<file path="src/iqpc_pkg.sv">
/*
 * Shared constants for the IQ phase-correction and output-delay block:
 * register indices, field positions, reset values and bus answers.
 * Assumes a 32-bit AXI4-Lite register bus with word-aligned registers.
 */
package iqpc_pkg;

   localparam int ADDR_W = 8;
   localparam int DATA_W = 32;
   localparam int REG_W = 16;
   localparam int SAMPLE_W = 16;
   localparam int IDX_W = 6;

   // Register indices; the byte address is four times the index
   localparam logic [IDX_W-1:0] IDX_GAIN_A = 6'h0c;
   localparam logic [IDX_W-1:0] IDX_GAIN_B = 6'h0d;
   localparam logic [IDX_W-1:0] IDX_LATENCY = 6'h0f;
   localparam logic [IDX_W-1:0] IDX_PHASE = 6'h10;
   localparam logic [IDX_W-1:0] IDX_RSVD = 6'h11;
   localparam logic [IDX_W-1:0] IDX_AUTOSYNC = 6'h1e;
   localparam logic [IDX_W-1:0] IDX_STATUS = 6'h20;
   localparam int IDX_LSB = 2;

   localparam logic [REG_W-1:0] RST_LATENCY = 16'h0400;
   localparam logic [REG_W-1:0] RST_PHASE = 16'h0000;
   localparam logic [REG_W-1:0] RST_GAIN = 16'h0400;
   localparam logic [REG_W-1:0] RST_AUTOSYNC = 16'h0000;

   localparam int DELAY_MSB = 15;
   localparam int DELAY_LSB = 14;
   localparam int DELAY_W = 2;
   localparam int DELAY_MAX = 3;
   localparam int PHASE_MSB = 11;
   localparam int PHASE_W = 12;
   localparam int PHASE_FRAC = 12;
   localparam int GAIN_MSB = 10;
   localparam int GAIN_W = 11;
   localparam int GAIN_FRAC = 10;
   localparam int AUTOSYNC_BIT = 0;

   localparam logic [1:0] RESP_OKAY = 2'h0;
   localparam logic [1:0] RESP_SLVERR = 2'h2;

   typedef enum logic [2:0] {
      SEL_LATENCY = 3'b000,
      SEL_PHASE = 3'b001,
      SEL_RSVD = 3'b010,
      SEL_GAIN_A = 3'b011,
      SEL_GAIN_B = 3'b100,
      SEL_AUTOSYNC = 3'b101,
      SEL_STATUS = 3'b110,
      SEL_NONE = 3'b111
   } iqpc_sel_t;

endpackage

</file>
<file path="src/iqpc_delay.sv">
/*
 * Programmable delay line of zero to three cycles for both channels,
 * with a registered output.
 * Assumes the select is stable or that a glitch of one sample is tolerable.
 */
`timescale 1ns/1ns
module iqpc_delay
   import iqpc_pkg::*;
(
   input wire logic aclk,
   input wire logic aresetn,
   input wire logic ce,
   input wire logic [DELAY_W-1:0] sel,
   input wire logic [SAMPLE_W-1:0] in_a,
   input wire logic [SAMPLE_W-1:0] in_b,
   output logic [SAMPLE_W-1:0] out_a,
   output logic [SAMPLE_W-1:0] out_b
);

   logic [SAMPLE_W-1:0] tap_a_q [0:DELAY_MAX];
   logic [SAMPLE_W-1:0] tap_b_q [0:DELAY_MAX];

   always_comb begin
      tap_a_q[0] = in_a;
      tap_b_q[0] = in_b;
   end

   genvar i;
   generate
      for (i = 1; i <= DELAY_MAX; i++) begin : g_tap
         always_ff @(posedge aclk) begin
            if (!aresetn) begin
               tap_a_q[i] <= '0;
               tap_b_q[i] <= '0;
            end else if (ce) begin
               tap_a_q[i] <= tap_a_q[i-1];
               tap_b_q[i] <= tap_b_q[i-1];
            end
         end
      end
   endgenerate

   always_ff @(posedge aclk) begin
      if (!aresetn) begin
         out_a <= '0;
         out_b <= '0;
      end else if (ce) begin
         out_a <= tap_a_q[sel];
         out_b <= tap_b_q[sel];
      end
   end

endmodule

</file>
<file path="src/iqpc_top.sv">
/*
 * IQ phase-correction and output-delay register slice with its datapath:
 * AXI4-Lite register file, shadowed gains and phase, correction and delay.
 * Assumes samples arrive every enabled cycle from logic on aclk.
 */
// Notes on behaviour
// Outputs delayed zero to three cycles, reset zero
// Software sets phase register bits 13 and 12
// Phase word is signed fraction, reset zero
// Committed phase times B sample added into A
// Phase write with auto-sync enabled triggers sync
// Sync commits both gains and phase together
// Gain writes alone leave active settings unchanged
// Software writes phase register after gain registers
// Gains are unsigned, ten fractional bits
`timescale 1ns/1ns
module iqpc_top
   import iqpc_pkg::*;
(
   input wire logic aclk,
   input wire logic aresetn,
   input wire logic ce,
   input wire logic [ADDR_W-1:0] s_axi_awaddr,
   input wire logic s_axi_awvalid,
   output logic s_axi_awready,
   input wire logic [DATA_W-1:0] s_axi_wdata,
   input wire logic [DATA_W/8-1:0] s_axi_wstrb,
   input wire logic s_axi_wvalid,
   output logic s_axi_wready,
   output logic [1:0] s_axi_bresp,
   output logic s_axi_bvalid,
   input wire logic s_axi_bready,
   input wire logic [ADDR_W-1:0] s_axi_araddr,
   input wire logic s_axi_arvalid,
   output logic s_axi_arready,
   output logic [DATA_W-1:0] s_axi_rdata,
   output logic [1:0] s_axi_rresp,
   output logic s_axi_rvalid,
   input wire logic s_axi_rready,
   input wire logic [SAMPLE_W-1:0] sample_a,
   input wire logic [SAMPLE_W-1:0] sample_b,
   output logic [SAMPLE_W-1:0] out_a,
   output logic [SAMPLE_W-1:0] out_b
);

   localparam int GPROD_W = SAMPLE_W + GAIN_W + 1;
   localparam int GSCL_W = GPROD_W - GAIN_FRAC;
   localparam int PPROD_W = GSCL_W + PHASE_W;
   localparam int SUM_W = GSCL_W + 1;
   localparam logic signed [SUM_W-1:0] SAT_MAX = SUM_W'(2 ** (SAMPLE_W - 1) - 1);
   localparam logic signed [SUM_W-1:0] SAT_MIN = -SUM_W'(2 ** (SAMPLE_W - 1));

   function automatic iqpc_sel_t decode(input logic [ADDR_W-1:0] addr);
      logic [IDX_W-1:0] idx;
      idx = addr[ADDR_W-1:IDX_LSB];
      if (idx == IDX_LATENCY) begin
         decode = SEL_LATENCY;
      end else if (idx == IDX_PHASE) begin
         decode = SEL_PHASE;
      end else if (idx == IDX_RSVD) begin
         decode = SEL_RSVD;
      end else if (idx == IDX_GAIN_A) begin
         decode = SEL_GAIN_A;
      end else if (idx == IDX_GAIN_B) begin
         decode = SEL_GAIN_B;
      end else if (idx == IDX_AUTOSYNC) begin
         decode = SEL_AUTOSYNC;
      end else if (idx == IDX_STATUS) begin
         decode = SEL_STATUS;
      end else begin
         decode = SEL_NONE;
      end
   endfunction

   function automatic logic [REG_W-1:0] merge(input logic [REG_W-1:0] old,
                                              input logic [DATA_W-1:0] data,
                                              input logic [DATA_W/8-1:0] strb);
      logic [REG_W-1:0] res;
      res = old;
      for (int b = 0; b < REG_W / 8; b++) begin
         if (strb[b]) begin
            res[b*8 +: 8] = data[b*8 +: 8];
         end
      end
      merge = res;
   endfunction

   // Saturate, since a wrapped sample would be a full-scale glitch
   function automatic logic signed [SUM_W-1:0] clip(input logic signed [SUM_W-1:0] v);
      if (v > SAT_MAX) begin
         clip = SAT_MAX;
      end else if (v < SAT_MIN) begin
         clip = SAT_MIN;
      end else begin
         clip = v;
      end
   endfunction

   logic [REG_W-1:0] latency_q;
   logic [REG_W-1:0] phase_q;
   logic [REG_W-1:0] gain_a_q;
   logic [REG_W-1:0] gain_b_q;
   logic [REG_W-1:0] autosync_q;
   logic [GAIN_W-1:0] act_gain_a_q;
   logic [GAIN_W-1:0] act_gain_b_q;
   logic [PHASE_W-1:0] act_phase_q;
   logic [ADDR_W-1:0] waddr_q;
   logic [DATA_W-1:0] wdata_q;
   logic [DATA_W/8-1:0] wstrb_q;
   logic aw_have_q;
   logic w_have_q;
   logic do_write;
   iqpc_sel_t wsel;
   logic sync_now;
   logic [REG_W-1:0] phase_new;

   assign do_write = aw_have_q && w_have_q && !s_axi_bvalid;
   assign wsel = decode(waddr_q);
   assign phase_new = merge(phase_q, wdata_q, wstrb_q);
   assign sync_now = do_write && wsel == SEL_PHASE && autosync_q[AUTOSYNC_BIT];

   // Address and data are taken independently; one write in flight
   always_ff @(posedge aclk) begin
      if (!aresetn) begin
         s_axi_awready <= 1'b0;
         aw_have_q <= 1'b0;
         waddr_q <= '0;
      end else if (ce) begin
         if (s_axi_awvalid && s_axi_awready) begin
            s_axi_awready <= 1'b0;
            aw_have_q <= 1'b1;
            waddr_q <= s_axi_awaddr;
         end else if (do_write) begin
            aw_have_q <= 1'b0;
         end else if (!aw_have_q && !s_axi_bvalid) begin
            s_axi_awready <= 1'b1;
         end
      end
   end

   always_ff @(posedge aclk) begin
      if (!aresetn) begin
         s_axi_wready <= 1'b0;
         w_have_q <= 1'b0;
         wdata_q <= '0;
         wstrb_q <= '0;
      end else if (ce) begin
         if (s_axi_wvalid && s_axi_wready) begin
            s_axi_wready <= 1'b0;
            w_have_q <= 1'b1;
            wdata_q <= s_axi_wdata;
            wstrb_q <= s_axi_wstrb;
         end else if (do_write) begin
            w_have_q <= 1'b0;
         end else if (!w_have_q && !s_axi_bvalid) begin
            s_axi_wready <= 1'b1;
         end
      end
   end

   always_ff @(posedge aclk) begin
      if (!aresetn) begin
         s_axi_bvalid <= 1'b0;
         s_axi_bresp <= RESP_OKAY;
      end else if (ce) begin
         if (do_write) begin
            s_axi_bvalid <= 1'b1;
            s_axi_bresp <= (wsel == SEL_NONE || wsel == SEL_STATUS) ? RESP_SLVERR : RESP_OKAY;
         end else if (s_axi_bvalid && s_axi_bready) begin
            s_axi_bvalid <= 1'b0;
         end
      end
   end

   // Holding registers; bits 13:12 of the phase register are plain storage
   always_ff @(posedge aclk) begin
      if (!aresetn) begin
         latency_q <= RST_LATENCY;
      end else if (ce && do_write && wsel == SEL_LATENCY) begin
         latency_q <= merge(latency_q, wdata_q, wstrb_q);
      end
   end

   always_ff @(posedge aclk) begin
      if (!aresetn) begin
         phase_q <= RST_PHASE;
      end else if (ce && do_write && wsel == SEL_PHASE) begin
         phase_q <= phase_new;
      end
   end

   // Gains reach the datapath only through the commit below
   always_ff @(posedge aclk) begin
      if (!aresetn) begin
         gain_a_q <= RST_GAIN;
      end else if (ce && do_write && wsel == SEL_GAIN_A) begin
         gain_a_q <= merge(gain_a_q, wdata_q, wstrb_q);
      end
   end

   always_ff @(posedge aclk) begin
      if (!aresetn) begin
         gain_b_q <= RST_GAIN;
      end else if (ce && do_write && wsel == SEL_GAIN_B) begin
         gain_b_q <= merge(gain_b_q, wdata_q, wstrb_q);
      end
   end

   always_ff @(posedge aclk) begin
      if (!aresetn) begin
         autosync_q <= RST_AUTOSYNC;
      end else if (ce && do_write && wsel == SEL_AUTOSYNC) begin
         autosync_q <= merge(autosync_q, wdata_q, wstrb_q);
      end
   end

   // Commit takes the new phase word from the bus, not the old holding value
   always_ff @(posedge aclk) begin
      if (!aresetn) begin
         act_gain_a_q <= RST_GAIN[GAIN_MSB:0];
         act_gain_b_q <= RST_GAIN[GAIN_MSB:0];
         act_phase_q <= RST_PHASE[PHASE_MSB:0];
      end else if (ce && sync_now) begin
         act_gain_a_q <= gain_a_q[GAIN_MSB:0];
         act_gain_b_q <= gain_b_q[GAIN_MSB:0];
         act_phase_q <= phase_new[PHASE_MSB:0];
      end
   end

   always_ff @(posedge aclk) begin
      if (!aresetn) begin
         s_axi_arready <= 1'b0;
         s_axi_rvalid <= 1'b0;
         s_axi_rdata <= '0;
         s_axi_rresp <= RESP_OKAY;
      end else if (ce) begin
         if (s_axi_arvalid && s_axi_arready) begin
            s_axi_arready <= 1'b0;
            s_axi_rvalid <= 1'b1;
            s_axi_rresp <= RESP_OKAY;
            case (decode(s_axi_araddr))
               SEL_LATENCY: s_axi_rdata <= {16'h0000, latency_q};
               SEL_PHASE: s_axi_rdata <= {16'h0000, phase_q};
               SEL_GAIN_A: s_axi_rdata <= {16'h0000, gain_a_q};
               SEL_GAIN_B: s_axi_rdata <= {16'h0000, gain_b_q};
               SEL_AUTOSYNC: s_axi_rdata <= {16'h0000, autosync_q};
               SEL_STATUS: s_axi_rdata <= {20'h00000, act_phase_q};
               SEL_RSVD: s_axi_rdata <= '0;
               default: begin
                  s_axi_rdata <= '0;
                  s_axi_rresp <= RESP_SLVERR;
               end
            endcase
         end else if (s_axi_rvalid && s_axi_rready) begin
            s_axi_rvalid <= 1'b0;
         end else if (!s_axi_rvalid) begin
            s_axi_arready <= 1'b1;
         end
      end
   end

   // Datapath: gain stage, then phase term and saturation
   logic signed [GPROD_W-1:0] prod_a;
   logic signed [GPROD_W-1:0] prod_b;
   logic signed [GSCL_W-1:0] gain_out_a_q;
   logic signed [GSCL_W-1:0] gain_out_b_q;
   logic signed [PPROD_W-1:0] prod_p;
   logic signed [SUM_W-1:0] sum_a;
   logic [SAMPLE_W-1:0] corr_a_q;
   logic [SAMPLE_W-1:0] corr_b_q;

   // Operands widened first so the products keep every bit
   assign prod_a = GPROD_W'($signed(sample_a)) *
                   GPROD_W'($signed({1'b0, act_gain_a_q}));
   assign prod_b = GPROD_W'($signed(sample_b)) *
                   GPROD_W'($signed({1'b0, act_gain_b_q}));
   assign prod_p = PPROD_W'(gain_out_b_q) *
                   PPROD_W'($signed(act_phase_q));
   assign sum_a = SUM_W'(gain_out_a_q) + SUM_W'(prod_p >>> PHASE_FRAC);

   always_ff @(posedge aclk) begin
      if (!aresetn) begin
         gain_out_a_q <= '0;
         gain_out_b_q <= '0;
         corr_a_q <= '0;
         corr_b_q <= '0;
      end else if (ce) begin
         gain_out_a_q <= GSCL_W'(prod_a >>> GAIN_FRAC);
         gain_out_b_q <= GSCL_W'(prod_b >>> GAIN_FRAC);
         corr_a_q <= SAMPLE_W'(clip(sum_a));
         corr_b_q <= SAMPLE_W'(clip(SUM_W'(gain_out_b_q)));
      end
   end

   iqpc_delay u_delay (
      .aclk(aclk),
      .aresetn(aresetn),
      .ce(ce),
      .sel(latency_q[DELAY_MSB:DELAY_LSB]),
      .in_a(corr_a_q),
      .in_b(corr_b_q),
      .out_a(out_a),
      .out_b(out_b)
   );

endmodule
</file>
<file path="config.mk">
export PLATFORM = sky130hd
export DESIGN_NAME = iqpc_top
export DESIGN_NICKNAME = d
export VERILOG_FILES = /design/src/iqpc_pkg.sv /design/src/iqpc_delay.sv /design/src/iqpc_top.sv
export SDC_FILE = /design/constraint.sdc
export NUM_CORES = 2
export LEC_CHECK = 0
export BUFFER_PORTS_ARGS = -buffer_cell sky130_fd_sc_hd__buf_2
export CAP_MARGIN = 5
export CORE_MARGIN = 1.5
export CORE_UTILIZATION = 59
export CTS_BUF_LIST = sky130_fd_sc_hd__clkbuf_8
export DETAILED_ROUTE_END_ITERATION = 8
export PLACE_DENSITY = 0.8
export SETUP_SLACK_MARGIN = 0.5
export SYNTH_ARGS = -nofsm -noshare
export SYNTH_HDL_FRONTEND = slang
export SYNTH_HIERARCHICAL = 1
export SYNTH_SLANG_ARGS = --single-unit
</file>
<file path="constraint.sdc">
create_clock -name aclk -period 7 [get_ports aclk]
set_input_delay 0 -clock aclk [delete_from_list [all_inputs] [get_ports aclk]]
set_output_delay 0 -clock aclk [all_outputs]
set_load 0.01 [all_outputs]
</file>
Word level (Yosys, flattened, before mapping)
Cells that the tools add are included.
W data, S select, Z words.
Word-level totals
  bits in writable memories: 0
  flip-flop bits (word level): 379
  memories kept: 0
  bits in read-only memories: 0
  bits of input ports: 92
  output and inout bits: 73
  latch bits: 0
  word-level logic and storage cells: 177
Operators by class
  magnitude comparators: 5
  multiplexer cells: 48
  equal/unequal tests: 30
  bitwise operators: 1
  reductions and logical operators: 51
  shifts and indexed selects: 0
  add/subtract/negate cells: 1
  div/mod/pow operators: 0
  $mul: 3
Operator list (number)
  $mux W16: 8
  $pmux W16 S6: 1
  $bmux W16 S2: 2
  $mul A16 B12 Y28: 2
  $eq A6 B4 Y1 const B: 6
  $eq A6 B5 Y1 const B: 6
  $reduce_and A2 Y1: 17
  $mux W3: 11
  $mul A18 B12 Y30: 1
  $eq A3 B3 Y1 const B: 7
  $add A18 B18 Y19: 1
  $gt A19 B16 Y1 const B: 1
  $lt A19 B16 Y1 const B: 1
  $gt A18 B16 Y1 const B: 1
  $logic_and A1 B1 Y1: 18
  $lt A18 B16 Y1 const B: 1
  $mux W1: 18
  $eq A6 B6 Y1 const B: 2
  $mux W2: 6
  $reduce_bool A2 Y1: 6
  $eq A3 B2 Y1 const B: 3
  $reduce_and A3 Y1: 3
  $mux W8: 1
  $reduce_or A7 Y1: 1
  9 further kinds: 15

Logic depth before layout (Yosys ltp)
  depth in word-level cells: 14
  gate-level depth with buffers: 32
  gate-level depth less buffers: 29

By module
The synthesis kept the hierarchy.
Modules (own cells, without submodules)
  iqpc_top: area each 29796.1 µm², cells an instance 3420, times used 1, seq. area each 4624.4 µm²
  iqpc_delay: area each 5853.1 µm², cells an instance 492, times used 1, seq. area each 2562.5 µm²

Least setup slack after synthesis
Ideal clock, no wire load.
  kind: register -> register
  start: register act_phase_q[3]
  end: register corr_a_q[10] (netlist name)
  data arrival time: 7.467 ns
  required time: 6.926 ns
  slack: -0.541 ns
  cell stages (with the launch flop): 30
  setup time: 0.074 ns
  cell sequence: dfxtp_1 -> clkbuf_1 -> buf_1 -> nand2_1 -> fa_1 -> inv_1 -> fa_1 -> fa_1 -> fa_1 -> inv_1 -> fa_1 -> inv_1 -> ha_1 -> a21oi_1 -> o2111ai_1 -> a31oi_1 -> o21ai_0 -> a22o_1 -> o41ai_1 -> xnor2_1 -> ha_1 -> and3_1 -> o21a_1 -> o21a_1 -> a211oi_1 -> or3b_1 -> o31ai_2 -> buf_4 -> nand2_1 -> a31oi_1
On the way
  cells in the longest elaborated chain, start to end: 5
  elaborated cells on any way between the ends: 6
  those cells by class: 1 x add/sub; 1 x mul; 2 x order compare; 2 x mux
RTL lines
  start, declared: line iqpc_top.sv:106  | logic [PHASE_W-1:0] act_phase_q;
  start signal, assigned: line iqpc_top.sv:222  | act_phase_q <= RST_PHASE[PHASE_MSB:0];
  start signal, assigned: line iqpc_top.sv:226  | act_phase_q <= phase_new[PHASE_MSB:0];
  $mul A18 B12 Y30 *: line iqpc_top.sv:277  | assign prod_p = PPROD_W'(gain_out_b_q) *
  $add A18 B18 Y19 *: line iqpc_top.sv:279  | assign sum_a = SUM_W'(gain_out_a_q) + SUM_W'(prod_p >>> PHASE_FRAC);
  $lt A19 B16 Y1: line iqpc_top.sv:92  | end else if (v < SAT_MIN) begin
  $mux W16: line iqpc_top.sv:92
  $mux W16 *: line iqpc_top.sv:90  | if (v > SAT_MAX) begin
Every way passes the cells marked *; elsewhere a longest branch is shown, timed or not.
A chain may end at the register's enable or synchronous reset.

Worst setup path after layout
  start: register act_phase_q[3]
  end: register corr_a_q[1] (netlist name)
On the way
  cells in the longest elaborated chain, start to end: 5
  elaborated cells on any way between the ends: 6
  those cells by class: 1 x add/sub; 1 x mul; 2 x order compare; 2 x mux
RTL lines (line)
  $mul A18 B12 Y30 *: iqpc_top.sv:277
  $add A18 B18 Y19 *: iqpc_top.sv:279
  $lt A19 B16 Y1: iqpc_top.sv:92
  $mux W16: iqpc_top.sv:92
  $mux W16 *: iqpc_top.sv:90
Marked as above.

==> flow_summary_export.csv <==
group,metric,value,unit
status,status,"complete, but fails checks",
status,violations,"setup timing",
critical_path,rrSetupSlack,-280,ps
placed_design,place_inst,4723,
detailed_routing,dr.first_iter.drc_count,2042,
critical_path,cp.arrival,7860,ps
clock_tree,cts_tree,"done",
placed_design,gp_congestion,0.930,
finish,fin_nets,4881,
synth,yosys-top-cells-count,"615 x inv_1, 530 x nand2_1, 517 x fa_1",
detailed_routing,viasPerCell,5.65,
critical_path,cp_common_cell,"fa_1",
sta,slew_headroom,17.3,%
critical_path,crit_type,"reg2reg",
critical_path,setup.worst_path.start_class,"flip-flop",
pwr,vdd_drop_max,0.000133,V
synth,syn_inst,3912,
synth,synthArstFlopShare,0,%
detailed_routing,vias,27607,
synth,synth_top_area_share,29.0,%
clock_tree,clockRootBuffer,"clkbuf_8",
critical_path,r2r_cells,26,
clock_tree,cts_sinks,359,
pwr,p_leak,18.2,nW
synth,muxShareOfSynthArea,7.56,%
synth,synth-compound-area-share,8.79,%
synth,synth_edf_count,0,
placed_design,place_hpwl,65200,um
critical_path,cp_max_fo,10,
global_route,antenna_found_initial,2,
detailed_routing,ant_nets,0,
synth,synthSimpleGateAreaFrac,16.0,%
finish,fin_util,66.8,%
sta,finalCritPeriodShare,104,%
clock_tree,h-tree-depth,2,
pwr,power_per_cell_area,113,mW/mm^2
hold_path,hold_class,"in2reg",
detailed_routing,first_pass_iters,6,
critical_path,crit_required,7580,ps
critical_path,r2r-start,"act_phase_q[3]",
die,core_area,0.0594,mm^2
synth,synthAdderAreaFrac,35.8,%
pwr,combPwrFrac,11.5,%
pwr,seqPwrFrac,48.5,%
synth,yosysTopAreaCell,"fa_1",
sta,setup_violations,15,
detailed_routing,avgRoutedWirePerCell,18.1,um
sta,final_hold_viol_count,0,
synth,yosysMostFrequentCell,"inv_1",
placed_design,place_area,0.0376,mm^2
die,die_y,249,um
pwr,p_int,3.25,mW
synth,synthFlopType,"dfxtp_1",
detailed_routing,drc,0,
global_route,track_usage,29.0,%
sta,fmax,0.137,GHz
critical_path,end_kind,"flip-flop",
sta,final_max_slew_viol_count,0,
synth,ys_seq_area_share,20.2,%
critical_path,slowest_stage,"fa_1",
synth,ys_ff_latch,359,
global_route,grt_pass1_wl,146000,um
clock_tree,worst_setup_hold_path_clk_slew,70,ps
detailed_routing,finalWirelength,88300,um
synth,synth_top_family_by_area,"adder cells",
pwr,p_sw,1.22,mW
synth,ys_types,84,
critical_path,critical_path.endpoint,"corr_a_q[1]",
global_route,grt_max_degree,95,
die,dieWidth,249,um
sta,worstMarginPinSlew,1240,ps
run,drv_cap,0,
clock_tree,insertion_delay,670,ps
placed_design,io_buffers,124,
synth,syn_area,0.0356,mm^2
critical_path,cp-startpoint,"act_phase_q[3]",
sta,setup_slack,-278,ps
critical_path,r2r-end,"corr_a_q[1]",
die,die_area,0.0619,mm^2
sta,min_period,7280,ps
clock_tree,cts_made_buffers,57,
synth,synth_warnings,6,
die,ios,165,
synth,synth_xor_area_share,1.82,%
placed_design,dpl_worst_slack,-220,ps
die,start_util,60.1,%
critical_path,crit_path_max_incr_delay,550,ps
finish,drive_above_1_share,12.5,%
die,row_count,89,
synth,synth_area_leaders,"fa_1 29%, dfxtp_1 20%, mux2i_1 7.5%",
finish,area_delta_synth_final,11.2,%
clock_tree,clock_path_buffers,3,
sta,rsz0062_at_grt,"true",
global_route,grt_pass1_vias,28819,
finish,final_area,0.0397,mm^2
finish,finalNonFillerCells,4889,
pwr,pwr-share-clk,40.0,%
sta,clock_skew,25.4,ps
pwr,swShare,27.2,%
global_route,gr-total-overflow,0,
synth,avgSynthCellArea,9.11,um^2
-- power groups by stage --
stage | Clock [mW] | Sequential, mW | Combinational [mW]
2_1_floorplan | 0 | 2.18 | 0.330
3_3_place_gp | 0 | 2.21 | 0.457
3_5_place_dp | 0 | 2.21 | 0.466
4_1_cts | 1.81 | 2.16 | 0.493
5_1_grt | 1.90 | 2.17 | 0.555
6_report | 1.79 | 2.17 | 0.514
-- final cells by class --
| cell class | count | area [um^2] |
|---|---|---|
| Multi-Input combinational cell | 2715 | 25500 |
| Inverter | 616 | 2310 |
| Tap cell | 773 | 967 |
| Antenna cell | 1 | 2.50 |
| Clock buffer | 68 | 936 |
| Fill cell | 4574 | 19700 |
| Sequential cell | 359 | 7240 |
| Timing Repair Buffer | 329 | 2540 |
| Clock inverter | 28 | 184 |
-- cells by family after synthesis --
kind of cell             count (synthesis)
XOR/XNOR                                74
other                                    1
AO/OA/AOI/OAI                          452
flip-flops                             359
buffers and inverters                  855
multiplexers                           269
adder cells (fa/ha/maj)                711
AND/OR/NAND/NOR                       1191
-- critical path, delay by kind of cell (launching register included) --
kind                       cells  cell delay [ps]
xor gates and xnor gates       1              130
buffers and inverters          3              420
DFF                            1              400
AOI/OAI and AO/OA             11             2300
adders and majority gates      7             3150
and+or+nand+nor                4              750
-- through the flow --
step | hold WS [ps] | TNS (ps) | total power, mW
finish | 60.9 | -3420 | 4.47
global route | 128 | -5910 | 4.62
CTS | 15.1 | -216 | 4.46
detailed placement | 244 | -3100 | 2.67
global placement | 237 | -227 | 2.66
floorplan | 136 | 0 | 2.51
-- placed cells by master (no fill, tap or decap), drive strengths merged, types with 48 or more instances in the layout --
cell,count
buf,278
dlygate4sd3,48
nor2,169
inv,637
nor2b,106
clkbuf,71
and2,224
o21ai,99
a21oi,130
nand2,531
ha,194
xnor2,56
mux2i,268
dfxtp,359
fa,517
-- worst min path at each step --
| stage | start | endpoint | slack [ps] | cells past startpoint |
|---|---|---|---|---|
| 6_report | s_axi_araddr[3] | s_axi_rdata[11] | 60 | 4 |
| 5_1_grt | s_axi_araddr[3] | s_axi_rdata[9] | 130 | 4 |
| 4_1_cts | s_axi_araddr[3] | s_axi_rdata[11] | 20 | 4 |
| 3_5_place_dp | s_axi_awaddr[5] | waddr_q[5] | 240 | 3 |
| 3_3_place_gp | s_axi_awaddr[7] | waddr_q[7] | 240 | 3 |
| 2_1_floorplan | s_axi_wdata[12] | wdata_q[12] | 140 | 2 |
-- per-layer routing --
metal  GRT usage [%]  wire, um
met1            37.3     36200
met2            49.0     42700
met3            4.48      6140
met4            11.4      3340
met5               0        13
-- flip-flops by register name, indices dropped and copies added (netlist names), 6 cells and up --
signal	flops
act_gain_b_q	11
act_gain_a_q	11
u_delay/tap_b_q	48
act_phase_q	12
u_delay/out_b	16
corr_a_q	16
waddr_q	6
latency_q	16
autosync_q	16
gain_out_a_q	18
s_axi_rdata	16
gain_a_q	16
u_delay/out_a	16
wdata_q	16
phase_q	16
gain_out_b_q	18
gain_b_q	16
u_delay/tap_a_q	48
corr_b_q	16
-- what timing repair did --
action | CTS | global route
gates resized for setup | 42 | 36
setup buffers | 12 | 6
setup endpoints to repair | 16 | 16
pin swaps | 13 | 21
cloned | 1 | 2
hold buffers | 48 | 0
hold endpoints to repair | 65 | 0
Note: power is estimated with default switching activity, not from simulation.
